`src/hw/nwu_pkg.sv`:
```
// Constants, types and helpers shared by the nested translation upper walker.
// Operation
// Index only with guest address bits 47:0.
// Walk spans four levels, at most four fetches.
// Top table base from root pointer 51:12.
// Top entry address: root base plus bits 47:39.
// Top entry governs one 512-GByte region.
// Entry bits 0,1,2 grant read, write, fetch.
// Top entry 7:3, 51:N reserved; others ignored.
// Top entry (N-1):12 gives next table base.
// Third entry address: base plus bits 38:30.
// Third entry bit 7 selects page or directory.
// Page address: entry 51:30, guest 29:0.
// Page passes memory type and ignore flag.
// Page entry 29:12 reserved; base from (N-1):30.
// Software checks support before mapping big pages.
// Directory entry address: base plus bits 29:21.
// Directory pointer 7:3 reserved; base (N-1):12.
// Directory entry covers 2-MByte region, handed on.
// Wide guest address faults; wide root load faults.
// Entry with bits 2:0 zero is not present.
// Misconfiguration outranks violation.
// Every visited entry must grant the access.
package nwu_pkg;
  // Implemented physical-address width N; a plain default.
  localparam int PA_W = 48;
  localparam int PERM_W = 3;
  localparam int IDX_W = 9;
  localparam int ENT_SH = 3;
  localparam int TOP_LO = 39;
  localparam int THIRD_LO = 30;
  localparam int DIR_LO = 21;
  localparam int GPA_MSB = 47;
  localparam int PS_BIT = 7;
  localparam int MT_LO = 3;
  localparam int IPAT_BIT = 6;
  localparam int LVL_W = 3;
  localparam int REG_W = 32;
  localparam int REGION_W = GPA_MSB - DIR_LO + 1;
  // Level numbers; zero means no failing level.
  localparam logic [LVL_W-1:0] LVL_NONE = 3'h0;
  localparam logic [LVL_W-1:0] LVL_DIR = 3'h2;
  localparam logic [LVL_W-1:0] LVL_THIRD = 3'h3;
  localparam logic [LVL_W-1:0] LVL_TOP = 3'h4;
  localparam logic [LVL_W-1:0] LVL_UPPER_MAX = 3'h2;
  // Address and reserved masks.
  localparam logic [63:0] BASE_MASK = 64'h000F_FFFF_FFFF_F000;
  localparam logic [63:0] GB_MASK = 64'h000F_FFFF_C000_0000;
  localparam logic [63:0] GB_OFS = 64'h0000_0000_3FFF_FFFF;
  localparam logic [63:0] LOW_RSVD = 64'h0000_0000_0000_00F8;
  localparam logic [63:0] GB_RSVD = 64'h0000_0000_3FFF_F000;
  localparam logic [63:0] ADDR_TOP0 = 64'hFFF0_0000_0000_0000;
  localparam logic [63:0] WIDE_MASK = 64'hFFFF_0000_0000_0000;
  // Register map, byte addresses on an 8-bit port.
  localparam logic [7:0] REG_CTRL = 8'h00;
  localparam logic [7:0] REG_ROOT_LO = 8'h04;
  localparam logic [7:0] REG_ROOT_HI = 8'h08;
  localparam logic [7:0] REG_STATUS = 8'h0C;
  localparam logic [7:0] REG_WALKS = 8'h10;
  localparam int CTRL_EN = 0;
  localparam int CTRL_GB = 1;
  localparam logic [1:0] CTRL_RST = 2'h3;
  localparam int ST_BUSY = 0;
  localparam int ST_VIOL = 1;
  localparam int ST_MISC = 2;
  localparam int ST_PF = 3;
  localparam int ST_GP = 4;
  localparam int ST_LVL = 8;
  // Walker states.
  typedef enum logic [1:0] {W_IDLE, W_TOP, W_THIRD} nwu_state_t;

  // Entry fetch address: table base 51:12, index in 11:3, rest zero.
  function automatic logic [63:0] nwu_ent_addr(input logic [63:0] base, input logic [IDX_W-1:0] idx);
    nwu_ent_addr = (base & BASE_MASK) | (64'(idx) << ENT_SH);
  endfunction
endpackage

```
`src/hw/nwu_cfg_if.sv`:
```
// Configuration and status carrier between register file and walker.
`timescale 1ns/1ps
`default_nettype none
interface nwu_cfg_if;
  import nwu_pkg::*;
  logic enable;        // Walker accepts requests.
  logic gb_en;         // 1-GByte pages supported.
  logic [63:0] root;   // Nested root pointer.
  logic [REG_W-1:0] status; // Packed walker status.
  logic done;          // One-cycle pulse per finished walk.
  modport regs(output enable, gb_en, root, input status, done);
  modport walker(input enable, gb_en, root, output status, done);
endinterface
`default_nettype wire

```
`src/hw/nwu_entry_chk.sv`:
```
// Decodes one fetched paging-structure entry: presence, page bit, reserved bits.
`timescale 1ns/1ps
`default_nettype none
module nwu_entry_chk import nwu_pkg::*; #(
  parameter int PAW = PA_W
) (
  // Entry and its level.
  input wire logic [63:0] entry_in,
  input wire logic top_in,
  // Decode results.
  output logic present_out,
  output logic page_out,
  output logic rsvd_out
);
  // Bits 51:N hold no address on this part.
  logic [63:0] hi_rsvd;
  assign hi_rsvd = BASE_MASK & ~((64'h1 << PAW) - 64'h1);
  // presence test
  assign present_out = |entry_in[PERM_W-1:0];
  // page select
  assign page_out = !top_in && entry_in[PS_BIT];
  // Reserved masks differ for page entries and pointer entries.
  always_comb begin
    if (page_out) begin
      // page reserved bits
      rsvd_out = |(entry_in & (hi_rsvd | GB_RSVD));
    end else begin
      // pointer reserved bits
      rsvd_out = |(entry_in & (hi_rsvd | LOW_RSVD));
    end
  end
endmodule
`default_nettype wire

```
`src/hw/nwu_regs.sv`:
```
// Register file of the walker on a plain strobe port.
`timescale 1ns/1ps
`default_nettype none
module nwu_regs import nwu_pkg::*; (
  // Clock and reset.
  input wire logic clk_in,
  input wire logic resetn_in,
  // Register port.
  input wire logic [7:0] addr_in,
  input wire logic [REG_W-1:0] wdata_in,
  input wire logic wr_in,
  input wire logic rd_in,
  output logic [REG_W-1:0] rdata_out,
  // Walker side.
  nwu_cfg_if.regs cfg
);
  typedef struct packed {
    logic [1:0] ctrl;
    logic [REG_W-1:0] root_lo;
    logic [REG_W-1:0] root_hi;
    logic [REG_W-1:0] walks;
    logic [REG_W-1:0] rdata;
  } nwu_regs_t;
  nwu_regs_t s;
  nwu_regs_t next_s;

  // Decode writes and reads; read data stand for one cycle only.
  always_comb begin
    next_s = s;
    next_s.rdata = '0;
    if (cfg.done) begin
      next_s.walks = s.walks + 32'h1;
    end
    if (wr_in) begin
      if (addr_in == REG_CTRL) begin
        next_s.ctrl = wdata_in[1:0];
      end else if (addr_in == REG_ROOT_LO) begin
        next_s.root_lo = wdata_in;
      end else if (addr_in == REG_ROOT_HI) begin
        next_s.root_hi = wdata_in;
      end
    end
    if (rd_in) begin
      if (addr_in == REG_CTRL) begin
        next_s.rdata = {30'h0, s.ctrl};
      end else if (addr_in == REG_ROOT_LO) begin
        next_s.rdata = s.root_lo;
      end else if (addr_in == REG_ROOT_HI) begin
        next_s.rdata = s.root_hi;
      end else if (addr_in == REG_STATUS) begin
        next_s.rdata = cfg.status;
      end else if (addr_in == REG_WALKS) begin
        next_s.rdata = s.walks;
      end
    end
  end

  // State register with synchronous reset.
  always_ff @(posedge clk_in) begin
    if (!resetn_in) begin
      s <= '0;
      s.ctrl <= CTRL_RST;
    end else begin
      s <= next_s;
    end
  end

  assign rdata_out = s.rdata;
  assign cfg.enable = s.ctrl[CTRL_EN];
  assign cfg.gb_en = s.ctrl[CTRL_GB];
  assign cfg.root = {s.root_hi, s.root_lo};
endmodule
`default_nettype wire

```
`src/hw/nwu_walker.sv`:
```
// Top of the nested translation walker: top-level and third-level steps.
`timescale 1ns/1ps
`default_nettype none
module nwu_walker import nwu_pkg::*; (
  // Clock and reset.
  input wire logic clk_in,
  input wire logic resetn_in,
  // Register port.
  input wire logic [7:0] reg_addr_in,
  input wire logic [REG_W-1:0] reg_wdata_in,
  input wire logic reg_wr_in,
  input wire logic reg_rd_in,
  output logic [REG_W-1:0] reg_rdata_out,
  // Translation request.
  input wire logic req_valid_in,
  input wire logic [63:0] req_gpa_in,
  input wire logic [PERM_W-1:0] req_acc_in,
  output logic req_ready_out,
  // Guest root register load check.
  input wire logic groot_load_in,
  input wire logic [63:0] groot_val_in,
  output logic groot_gp_out,
  // Entry fetch from the memory system.
  output logic mem_req_out,
  output logic [63:0] mem_addr_out,
  input wire logic mem_ack_in,
  input wire logic [63:0] mem_data_in,
  // Walk result.
  output logic res_valid_out,
  output logic res_page_out,
  output logic [63:0] res_pa_out,
  output logic [2:0] res_mtype_out,
  output logic res_ipat_out,
  output logic [63:0] res_dir_addr_out,
  output logic [REGION_W-1:0] res_region_out,
  output logic [PERM_W-1:0] res_perm_out,
  output logic res_viol_out,
  output logic res_misconf_out,
  output logic res_pf_out,
  output logic [LVL_W-1:0] res_fail_lvl_out,
  output logic [LVL_W-1:0] res_levels_out
);
  // Whole walker state; all outputs but reg_rdata_out are read straight from it.
  typedef struct packed {
    nwu_state_t st;
    logic [63:0] gpa;
    logic [PERM_W-1:0] acc;
    logic ready;
    logic gp;
    logic mreq;
    logic [63:0] maddr;
    logic rvalid;
    logic page;
    logic [63:0] pa;
    logic [2:0] mt;
    logic ipat;
    logic [63:0] daddr;
    logic [REGION_W-1:0] region;
    logic [PERM_W-1:0] perm;
    logic viol;
    logic misc;
    logic pf;
    logic [LVL_W-1:0] fail;
    logic [LVL_W-1:0] lev;
  } nwu_walk_t;
  nwu_walk_t s;
  nwu_walk_t next_s;

  nwu_cfg_if cfg();
  logic ent_present;
  logic ent_page;
  logic ent_rsvd;
  logic take;
  logic [PERM_W-1:0] new_perm;
  logic [LVL_W-1:0] new_fail;

  // Software-facing registers.
  nwu_regs u_regs (
    .clk_in(clk_in),
    .resetn_in(resetn_in),
    .addr_in(reg_addr_in),
    .wdata_in(reg_wdata_in),
    .wr_in(reg_wr_in),
    .rd_in(reg_rd_in),
    .rdata_out(reg_rdata_out),
    .cfg(cfg)
  );

  // Decoder for whichever entry is arriving now.
  nwu_entry_chk #(.PAW(PA_W)) u_chk (
    .entry_in(mem_data_in),
    .top_in(s.st == W_TOP),
    .present_out(ent_present),
    .page_out(ent_page),
    .rsvd_out(ent_rsvd)
  );

  // Status word for software; walk results hold until the next walk is taken, the root-load fault bit for one cycle only.
  assign cfg.done = s.rvalid;
  assign cfg.status = (REG_W'(s.st != W_IDLE) << ST_BUSY) | (REG_W'(s.viol) << ST_VIOL)
    | (REG_W'(s.misc) << ST_MISC) | (REG_W'(s.pf) << ST_PF) | (REG_W'(s.gp) << ST_GP)
    | (REG_W'(s.fail) << ST_LVL);

  // A request is taken only while idle and enabled.
  assign take = req_valid_in && s.ready;
  // permissions accumulate
  assign new_perm = s.perm & mem_data_in[PERM_W-1:0];
  // The first level that withholds a requested right is remembered.
  always_comb begin
    new_fail = s.fail;
    if ((s.fail == LVL_NONE) && ((s.acc & ~mem_data_in[PERM_W-1:0]) != '0)) begin
      new_fail = (s.st == W_TOP) ? LVL_TOP : LVL_THIRD;
    end
  end

  // Walk sequencing: take, fetch top entry, fetch third entry, report.
  always_comb begin
    next_s = s;
    next_s.rvalid = 1'b0;
    next_s.gp = 1'b0;
    // wide root load
    if (groot_load_in && ((groot_val_in & WIDE_MASK) != '0)) begin
      next_s.gp = 1'b1;
    end
    case (s.st)
      W_IDLE: begin
        if (take) begin
          next_s.gpa = req_gpa_in;
          next_s.acc = req_acc_in;
          next_s.perm = '1;
          next_s.fail = LVL_NONE;
          next_s.lev = '0;
          next_s.viol = 1'b0;
          next_s.misc = 1'b0;
          next_s.pf = 1'b0;
          next_s.page = 1'b0;
          if ((req_gpa_in & WIDE_MASK) != '0) begin
            // wide guest address
            next_s.pf = 1'b1;
            next_s.rvalid = 1'b1;
          end else begin
            // top entry address
            next_s.maddr = nwu_ent_addr(cfg.root, req_gpa_in[GPA_MSB:TOP_LO]);
            next_s.mreq = 1'b1;
            next_s.st = W_TOP;
          end
        end
      end
      W_TOP: begin
        if (mem_ack_in) begin
          // count fetched entries
          next_s.lev = s.lev + 3'h1;
          if (!ent_present) begin
            // not present ends walk
            next_s.viol = 1'b1;
            next_s.fail = LVL_TOP;
            next_s.perm = '0;
            next_s.mreq = 1'b0;
            next_s.rvalid = 1'b1;
            next_s.st = W_IDLE;
          end else if (ent_rsvd) begin
            // misconfiguration wins
            next_s.misc = 1'b1;
            next_s.fail = LVL_TOP;
            next_s.mreq = 1'b0;
            next_s.rvalid = 1'b1;
            next_s.st = W_IDLE;
          end else begin
            // third entry address
            next_s.perm = new_perm;
            next_s.fail = new_fail;
            next_s.maddr = nwu_ent_addr(mem_data_in, s.gpa[TOP_LO-1:THIRD_LO]);
            next_s.st = W_THIRD;
          end
        end
      end
      W_THIRD: begin
        if (mem_ack_in) begin
          next_s.lev = s.lev + 3'h1;
          next_s.mreq = 1'b0;
          next_s.rvalid = 1'b1;
          next_s.st = W_IDLE;
          next_s.page = ent_page;
          if (!ent_present) begin
            // not present ends walk
            next_s.viol = 1'b1;
            next_s.perm = '0;
            next_s.fail = (s.fail == LVL_NONE) ? LVL_THIRD : s.fail;
            next_s.page = 1'b0;
          end else if (ent_rsvd || (ent_page && !cfg.gb_en)) begin
            // unsupported page bit
            next_s.misc = 1'b1;
            next_s.fail = LVL_THIRD;
          end else begin
            // violation from any level
            next_s.perm = new_perm;
            next_s.fail = new_fail;
            next_s.viol = (new_fail != LVL_NONE);
            if (ent_page) begin
              // page output address
              next_s.pa = (mem_data_in & GB_MASK) | (s.gpa & GB_OFS);
              // attributes carried along
              next_s.mt = mem_data_in[MT_LO+2:MT_LO];
              next_s.ipat = mem_data_in[IPAT_BIT];
            end else begin
              // directory entry address
              next_s.daddr = nwu_ent_addr(mem_data_in, s.gpa[THIRD_LO-1:DIR_LO]);
              // region handed onward
              next_s.region = s.gpa[GPA_MSB:DIR_LO];
            end
          end
        end
      end
      default: begin
        next_s.st = W_IDLE;
      end
    endcase
    // Ready returns once idle again, so walks may run back to back.
    next_s.ready = (next_s.st == W_IDLE) && cfg.enable;
  end

  // State register with synchronous reset.
  always_ff @(posedge clk_in) begin
    if (!resetn_in) begin
      s <= '0;
    end else begin
      s <= next_s;
    end
  end

  assign req_ready_out = s.ready;
  assign groot_gp_out = s.gp;
  assign mem_req_out = s.mreq;
  assign mem_addr_out = s.maddr;
  assign res_valid_out = s.rvalid;
  assign res_page_out = s.page;
  assign res_pa_out = s.pa;
  assign res_mtype_out = s.mt;
  assign res_ipat_out = s.ipat;
  assign res_dir_addr_out = s.daddr;
  assign res_region_out = s.region;
  assign res_perm_out = s.perm;
  assign res_viol_out = s.viol;
  assign res_misconf_out = s.misc;
  assign res_pf_out = s.pf;
  assign res_fail_lvl_out = s.fail;
  assign res_levels_out = s.lev;
endmodule
`default_nettype wire

```
`config.mk`:
```
export PLATFORM = sky130hd
export DESIGN_NAME = nwu_walker
export DESIGN_NICKNAME = d
export VERILOG_FILES = /design/src/hw/nwu_pkg.sv /design/src/hw/nwu_cfg_if.sv /design/src/hw/nwu_entry_chk.sv /design/src/hw/nwu_regs.sv /design/src/hw/nwu_walker.sv
export SDC_FILE = /design/constraint.sdc
export NUM_CORES = 1
export LEC_CHECK = 0
export BUFFER_PORTS_ARGS = -buffer_cell sky130_fd_sc_hd__buf_2
export CORE_AREA = 2 2 201 203
export DETAILED_ROUTE_END_ITERATION = 8
export DIE_AREA = 0 0 203 205
export PLACE_DENSITY = 0.68
export SLEW_MARGIN = 10
export SYNTH_ARGS = -nofsm -noshare
export SYNTH_HDL_FRONTEND = slang
export SYNTH_SLANG_ARGS = --single-unit
export TNS_END_PERCENT = 50
```
`constraint.sdc`:
```
create_clock -name clk_in -period 5.4 [get_ports clk_in]
set_input_delay 0.81 -clock clk_in [delete_from_list [all_inputs] [get_ports clk_in]]
set_output_delay 0.81 -clock clk_in [all_outputs]
set_load 0.005 [all_outputs]
```
==> impl_metrics.toml, run 1 <==
[yosys]
synth-seq-cells = 372
synthFlopType = "dfxtp_1"
synth_top_area_share = 0.450
synth-edff-count = 0
ys_top_cells_by_count = "nand2_1, dfxtp_1, buf_4"
async_flop_share = 0
synth_top_area_cell = "dfxtp_1"
ys_types = 64
synth_area_um2 = 16500
synth.most_common_cell = "nand2_1"
synth.area.top_cells = "dfxtp_1, buf_4, nand2_1"
avgSynthCellArea_um2 = 8.22
ys_seq_area_frac = 0.450
yosys_warnings = 0
syn_inst = 2010

[global_route]
antenna_found_initial = 1
grt_pass1_wl_um = 74300
overflow = 0
grt_pass1_vias = 13200
grt_max_degree = 129
grt_usage = 0.228

[layout]
drive_gt1_frac = 0.241
n_fill_cell = 3837
seqCellArea_um2 = 7450
multiInputGateArea_um2 = 6600
final_cells = 2673
finalInstanceArea_um2 = 18300
fin_nets = 2367
area_growth_pct = 10.7

[routing]
routed_wl_um = 49300
via_count = 14200
routed_via_density = 5.31
drc = 0
ant_nets = 0
dr.pass1.iters = 8
routedWlPerCell_um = 18.4
first_iter_violations = 1120

[timing]
max_freq_mhz = 314
layout_min_cycle_time_ns = 3.19
rsz0062_at_grt = "false"
finalClockSkew_ns = 0.0180
finalSetupTns_ns = 0
hold_viol = 0
finalMaxSlewViolations = 0
worstMarginPinSlew_ns = 1.12
fin_crit_sh = 0.590
setup_viol = 0
relSlewSlack = 0.253

[clock_tree]
cts_hold_buf = 0
clk_latency_ns = 0.56
htree_levels = 2
clock-root-buffer = "clkbuf_16"
post_cts_buffers = 0
path_clk_slew_ns = 0.06
cts_sinks = 372
cts_max_path_buffers = 3
cts_buffers = 42
cts_resized = 0
cts_tree = "yes"

[setup_path]
rr_worst_depth = 8
rr_endpoint = "mem_addr_out[3]"
crit_path_max_fanout = 60
ff2ff_setup_slack_ns = 2.21
path_class = "reg -> reg"
reg2reg_from = "s[308]"
start_kind = "flop"
required_ns = 5.86
cp.arrival_ns = 3.64
cp-end-kind = "flop"

[pwr]
cellPowerDensity_nw_per_um2 = 318
p_leak_nw = 7.36
ir_drop_v = 0.000229

[place]
finalWeightedCongestion = 0.882
dp_hpwl_um = 34900
place_area_um2 = 16900
dp.cells = 2598
portBuffers = 407

[die]
die_w_um = 203
ios = 514
dieArea_um2 = 41600
num_rows = 73
coreArea_um2 = 39400
die_h_um = 205
start_util = 0.420

[outcome]
status = "finished, final reports clean"

[hold_path]
hold_start = "res_pa_out[37]"
hp-class = "reg -> reg"
worstHoldEndpoint = "res_pa_out[37]"
holdPathStages = 2

[run]
maxCapViolations = 0
kinds of logic after synthesis:
| group | share of synthesized area |
|---|---|
| AO/OA/AOI/OAI | 0.165 |
| XOR/XNOR | 0.0132 |
| adder cells (fa/ha/maj) | 0.00530 |
| buffers and inverters | 0.163 |
| flip-flops | 0.450 |
| multiplexers | 0.00492 |
| other | 0.000227 |
| AND/OR/NAND/NOR | 0.198 |
area by class of cell:
cell class | count | share of cell area
repair buffers | 427 | 0.121
clock buffers | 64 | 0.0663
diodes | 1 | 0.000137
inverters | 15 | 0.00335
multi-input cells | 1260 | 0.360
well taps | 525 | 0.0359
clock inverters | 9 | 0.00636
flip-flops and latches | 372 | 0.407
critical path: stages (launching register included):
cell,delay (ns)
dfxtp_1,0.37
inv_1,0.11
ha_1,0.51
clkinv_1,0.40
nor3_1,0.33
o22a_4,0.68
buf_4,0.36
nor2_1,0.07
a211oi_1,0.21
placed cells by master (no fill, tap or decap), types with 19 or more instances in the layout:
cell type / count
buf_2: 406
nand2_1: 379
dfxtp_1: 372
a21oi_1: 134
nor2_1: 131
o21ai_0: 128
nand3_1: 127
a22oi_1: 50
conb_1: 42
clkbuf_16: 42
a211oi_1: 40
a222oi_1: 33
nor3_1: 20
buf_4: 19
how the worst max path moves through the flow:
| stage | startpoint | endpoint | slack (ns) | cells past startpoint |
|---|---|---|---|---|
| detailed placement | mem_data_in[51] | mem_addr_out[3] | 1.80 | 8 |
| finish | s[308] | mem_addr_out[3] | 2.21 | 8 |
| global placement | mem_data_in[51] | mem_addr_out[22] | 1.83 | 8 |
| floorplan | reg_addr_in[7] | u_regs.cfg.root[1] | 3.13 | 9 |
| global route | s[308] | mem_addr_out[3] | 1.99 | 8 |
| CTS | s[308] | res_dir_addr_out[17] | 2.01 | 9 |
stage by stage:
stage                     utilization  total power [mW]  hold WS [ns]  setup WS, ns
final                           0.465              5.82         0.454          2.21
after global routing            0.465              6.03         0.468          1.99
after CTS                       0.464              5.88         0.449          2.01
after detailed placement        0.431              3.10         0.447          1.80
after global placement          0.431              3.10         0.441          1.83
after floorplan                     -              2.99         0.436          3.13
power by group:
| part | internal (mW) | leakage, nW | switching (mW) |
|---|---|---|---|
| sequential | 2.77 | 3.00 | 0.0148 |
| clock | 1.64 | 0.648 | 1.13 |
| combinational | 0.0844 | 3.71 | 0.179 |
| total | 4.49 | 7.36 | 1.33 |
sequential cells by signal, indices dropped and copies added (netlist names), 3 cells and up:
register,cells
s,53
res_perm_out,3
res_pa_out,52
u_regs.cfg.root,64
res_region_out,27
res_mtype_out,3
u_regs.rdata_out,32
mem_addr_out,49
res_dir_addr_out,40
res_fail_lvl_out,3
res_levels_out,3
u_regs.s,32
layer usage:
| metal | share of wire | vias to the layer above | track usage | wire length (µm) |
|---|---|---|---|---|
| li1 | - | 6823 | - | - |
| met1 | 0.40 | 6584 | 0.286 | 19900 |
| met2 | 0.47 | 678 | 0.374 | 23000 |
| met3 | 0.087 | 114 | 0.0535 | 4290 |
| met4 | 0.041 | 2 | 0.101 | 2020 |
| met5 | 0.00026 | - | 0 | 13 |
Note: power is estimated with default switching activity, not from simulation.
==> inputs of run 2 (changes only) <==
- ABC_AREA: unset -> 1
- CORE_AREA: 2 2 201 203 -> 2 2 198 200
- DIE_AREA: 0 0 203 205 -> 0 0 200 202
- PLACE_DENSITY: 0.68 -> 0.71
- clock period: 5.4 -> 3.15 ns (I/O delays scaled with it)
==> impl_metrics.toml, run 2 <==
[outcome]
status = "finished, final reports clean"

[yosys]
avgSynthCellArea_um2 = 7.55
synth-edff-count = 0
syn_inst = 2259
synth-seq-cells = 372
ys_top_cells_by_count = "dfxtp_1, nor2_1, buf_4"
synth_top_area_share = 0.437
synthFlopType = "dfxtp_1"
yosys_warnings = 0
synth.most_common_cell = "dfxtp_1"
synth_area_um2 = 17100
ys_seq_area_frac = 0.437
synth_top_area_cell = "dfxtp_1"
synth.area.top_cells = "dfxtp_1, buf_4, nor2_1"
ys_types = 46
async_flop_share = 0

[global_route]
grt_usage = 0.255
grt_max_degree = 175
overflow = 0
antenna_found_initial = 8
grt_pass1_vias = 14200
grt_pass1_wl_um = 80000

[pwr]
power.switching_mw = 2.36
comb_power_share = 0.047
internal_power_mw = 7.83
cellPowerDensity_nw_per_um2 = 534
p_leak_nw = 8.68
swShare = 0.232
p_seq_frac = 0.469
ir_drop_v = 0.000380
p_clk_frac = 0.483

[timing]
layout_min_cycle_time_ns = 2.59
setup_viol = 0
hold_viol = 0
holdWs_ns = 0.151
relSlewSlack = 0.265
finalClockSkew_ns = 0.0169
max_freq_mhz = 387
fin_ws_ns = 0.563
rsz0062_at_grt = "false"
finalSetupTns_ns = 0
fin_crit_sh = 0.821
worstMarginPinSlew_ns = 1.10
finalMaxSlewViolations = 0

[layout]
drive_gt1_frac = 0.234
layout_commonest_cell = "buf_2"
layout_common_cells = "buf_2, dfxtp_1, nor2_1"
area_growth_pct = 11.9
utilization = 0.498
largest_reg_flops = 64
fin_nets = 2644
final_cells = 2952

[place]
dp_hpwl_um = 37900
finalWeightedCongestion = 0.917
portBuffers = 407
place_ws_ns = 0.550
dp.cells = 2869

[setup_path]
cp.arrival_ns = 3.04
crit_path_max_fanout = 25
ff2ff_setup_slack_ns = 0.56
cp-end-kind = "flop"
start_kind = "flop"
path_class = "reg -> reg"
required_ns = 3.60

[clock_tree]
cts_hold_buf = 0
cts_resized = 0
cts_buffers = 42
cts_sinks = 372
cts_max_path_buffers = 3
clock-root-buffer = "clkbuf_16"
htree_levels = 2
clk_latency_ns = 0.56
cts_tree = "yes"
post_cts_buffers = 0
path_clk_slew_ns = 0.06

[die]
num_rows = 72
dieArea_um2 = 40400
die_h_um = 202
die_w_um = 200
coreArea_um2 = 38300
ios = 514
start_util = 0.445

[routing]
drc = 0
routed_via_density = 5.10
first_iter_violations = 787
dr.pass1.iters = 5
routed_wl_um = 52600
routedWlPerCell_um = 17.8
ant_nets = 0
via_count = 15100

[hold_path]
hp-class = "in -> reg"

[run]
maxCapViolations = 0
==> run 2: changes by cell type after synthesis, moves of 42 or more <==
cell,change
a22oi_1,-50
a32oi_1,+48
inv_1,+169
nand2_1,-136
nand3_1,-95
nor2_1,+229
nor2_2,+42
o21ai_0,+134
==> run 2: worst paths after layout <==
kind / start / endpoint / cells after the start
setup / recovery: s[308] / mem_addr_out[4] / 14
setup reg to reg: s[308] / mem_addr_out[4] / 14
hold / removal: reg_wdata_in[2] / u_regs.cfg.root[2] / 3
hold reg to reg: mem_req_out / mem_req_out / 2
==> run 2: layout make-up <==
cell class / instances / area (µm²)
flip-flops and latches: 372 / 7450
clock inverters: 15 / 150
multi-input cells: 1351 / 6510
inverters: 191 / 717
repair buffers: 437 / 2360
well taps: 518 / 648
diodes: 6 / 15.0
clock buffers: 62 / 1240
fillers: 3763 / 19200
==> run 2: cells by family after synthesis <==
family	synth area share
adders and majority gates	0.00513
xor gates and xnor gates	0.00565
other	0.000220
buffers and inverters	0.191
and+or+nand+nor	0.182
DFF	0.437
AOI/OAI and AO/OA	0.179
==> run 2: routing by layer <==
metal,vias up,GRT usage,wire [µm]
met5,-,0,29
met4,4,0.103,1810
met3,94,0.0497,3940
met2,616,0.428,24800
met1,7007,0.319,22100
li1,7341,-,-
==> run 2: power groups by stage <==
stage	Combinational [mW]	Clock [mW]	Sequential [mW]
after floorplan	0.284	0	4.88
after global placement	0.469	0	4.88
after detailed placement	0.477	0	4.88
after CTS	0.479	5.02	4.78
after global routing	0.534	5.20	4.78
final	0.482	4.92	4.78
==> run 2: critical path, stage by stage (launching register included) <==
cell and delay [ns]:
dfxtp_1 0.41, inv_1 0.11, ha_1 0.34, nor2_4 0.17
nand2_1 0.11, nor2_2 0.10, nand3_2 0.12, nand2_4 0.17
nand2_2 0.07, o21ai_2 0.07, and2_4 0.24, buf_4 0.32
nand2_1 0.11, nand2_1 0.07, nor2_1 0.05
==> run 2: through the flow <==
stage	instance area, µm²	power, mW
global placement	17700	5.35
global route	19100	10.5
CTS	19100	10.3
finish	19100	10.2
detailed placement	17700	5.36
floorplan	17200	5.16
==> inputs of run 3 (changes only) <==
- ABC_AREA: 1 -> 0
- CORE_AREA: 2 2 198 200 -> 2 2 201 203
- DIE_AREA: 0 0 200 202 -> 0 0 203 205
- PLACE_DENSITY: 0.71 -> 0.7
- clock period: 3.15 -> 2.3 ns (I/O delays scaled with it)
==> impl_metrics.toml, run 3 (same netlist as run 1, synthesis figures left out) <==
[outcome]
status = "finished, final reports clean"

[pwr]
p_leak_nw = 7.67
ir_drop_v = 0.000693
cellPowerDensity_nw_per_um2 = 735

[die]
num_rows = 73
coreArea_um2 = 39400
die_h_um = 205
dieArea_um2 = 41600
die_w_um = 203
start_util = 0.420
ios = 514

[clock_tree]
htree_levels = 2
path_clk_slew_ns = 0.06
cts_tree = "yes"
cts_buffers = 40
cts_max_path_buffers = 3
cts_sinks = 372
clock-root-buffer = "clkbuf_16"
clk_latency_ns = 0.56

[layout]
fin_nets = 2407
largest_reg_flops = 64
layout_commonest_cell = "buf_2"
final_cells = 2717
drive_gt1_frac = 0.258
layout_common_cells = "buf_2, nand2_1, dfxtp_1"
area_growth_pct = 14.8

[setup_path]
path_class = "reg -> reg"
cp.arrival_ns = 2.72
start_kind = "flop"
required_ns = 2.78
crit_path_max_fanout = 4
cp-end-kind = "flop"

[routing]
routed_via_density = 5.32
drc = 0
routed_wl_um = 51600
via_count = 14500
dr.pass1.iters = 7
ant_nets = 0
routedWlPerCell_um = 19.0
first_iter_violations = 1210

[hold_path]
hp-class = "in -> reg"

[run]
maxCapViolations = 0

[place]
dp_hpwl_um = 36000
finalWeightedCongestion = 0.908
portBuffers = 407
dp.cells = 2632

[timing]
hold_viol = 0
layout_min_cycle_time_ns = 2.24
holdWs_ns = 0.0220
fin_crit_sh = 0.972
setup_viol = 0
finalClockSkew_ns = 0.0155
finalMaxSlewViolations = 0
relSlewSlack = 0.609
worstMarginPinSlew_ns = 0.587
max_freq_mhz = 447

[global_route]
overflow = 0
grt_max_degree = 131
grt_usage = 0.233
grt_pass1_vias = 13200
grt_pass1_wl_um = 75500
antenna_found_initial = 6
run 3: area by class of cell:
| cell class | instances | area, µm² |
|---|---|---|
| flip-flops and latches | 372 | 7450 |
| fillers | 3809 | 20400 |
| inverters | 15 | 61.3 |
| diodes | 4 | 10.0 |
| well taps | 525 | 657 |
| clock buffers | 57 | 1160 |
| repair buffers | 469 | 2800 |
| multi-input cells | 1260 | 6640 |
| clock inverters | 15 | 210 |
run 3: report_power, final:
group	total [mW]	internal, mW	leakage (nW)	switching, mW
Combinational	0.693	0.236	4.00	0.457
Sequential	6.53	6.49	3.00	0.0347
Clock	6.74	4.07	0.673	2.68
Total	14.0	10.8	7.67	3.17
run 3: worst paths after layout:
| kind | cells past startpoint | slack, ns | end | start |
|---|---|---|---|---|
| max | 10 | 0.06 | res_fail_lvl_out[2] | s[308] |
| min | 3 | 0.02 | s[267] | req_gpa_in[24] |
| max reg2reg | 10 | 0.06 | res_fail_lvl_out[2] | s[308] |
| min reg2reg | 2 | 0.45 | s[242] | s[242] |
run 3: metal layers:
metal  vias to the layer above  track usage  wire length, µm  part of all wire
met4                         4       0.0837             1590             0.031
met3                       101       0.0528             3940             0.076
met5                         -            0               30           0.00058
met1                      6840        0.295            21500              0.42
li1                       6884            -                -                 -
met2                       624        0.389            24600              0.48
run 3: critical path, cell delays in order, from the launching register on:
cell	delay (ns)
dfxtp_2	0.34
inv_2	0.06
ha_4	0.16
nor2b_1	0.11
buf_4	0.20
nand3_4	0.08
nor2_4	0.24
buf_12	0.15
o21ai_2	0.06
or4b_4	0.54
a211oi_2	0.21
run 3: repair_timing:
| action | CTS | global route |
|---|---|---|
| hold buffers | 5 | 0 |
| gates resized for setup | 0 | 17 |
| setup endpoints to repair | 0 | 130 |
| hold endpoints to repair | 5 | 0 |
| setup buffers | 0 | 1 |
run 3: metrics by stage:
stage	total power, mW	util	cell area, µm²	setup TNS, ns	worst slack, ns
2_1_floorplan	7.01	-	16700	0	0.178
3_3_place_gp	7.34	0.443	17500	0	0.0339
3_5_place_dp	7.35	0.443	17500	-0.0448	-0.0262
4_1_cts	14.1	0.479	18900	0	0.00414
5_1_grt	14.4	0.482	19000	-0.0168	-0.0168
6_report	14.0	0.482	19000	0	0.0633
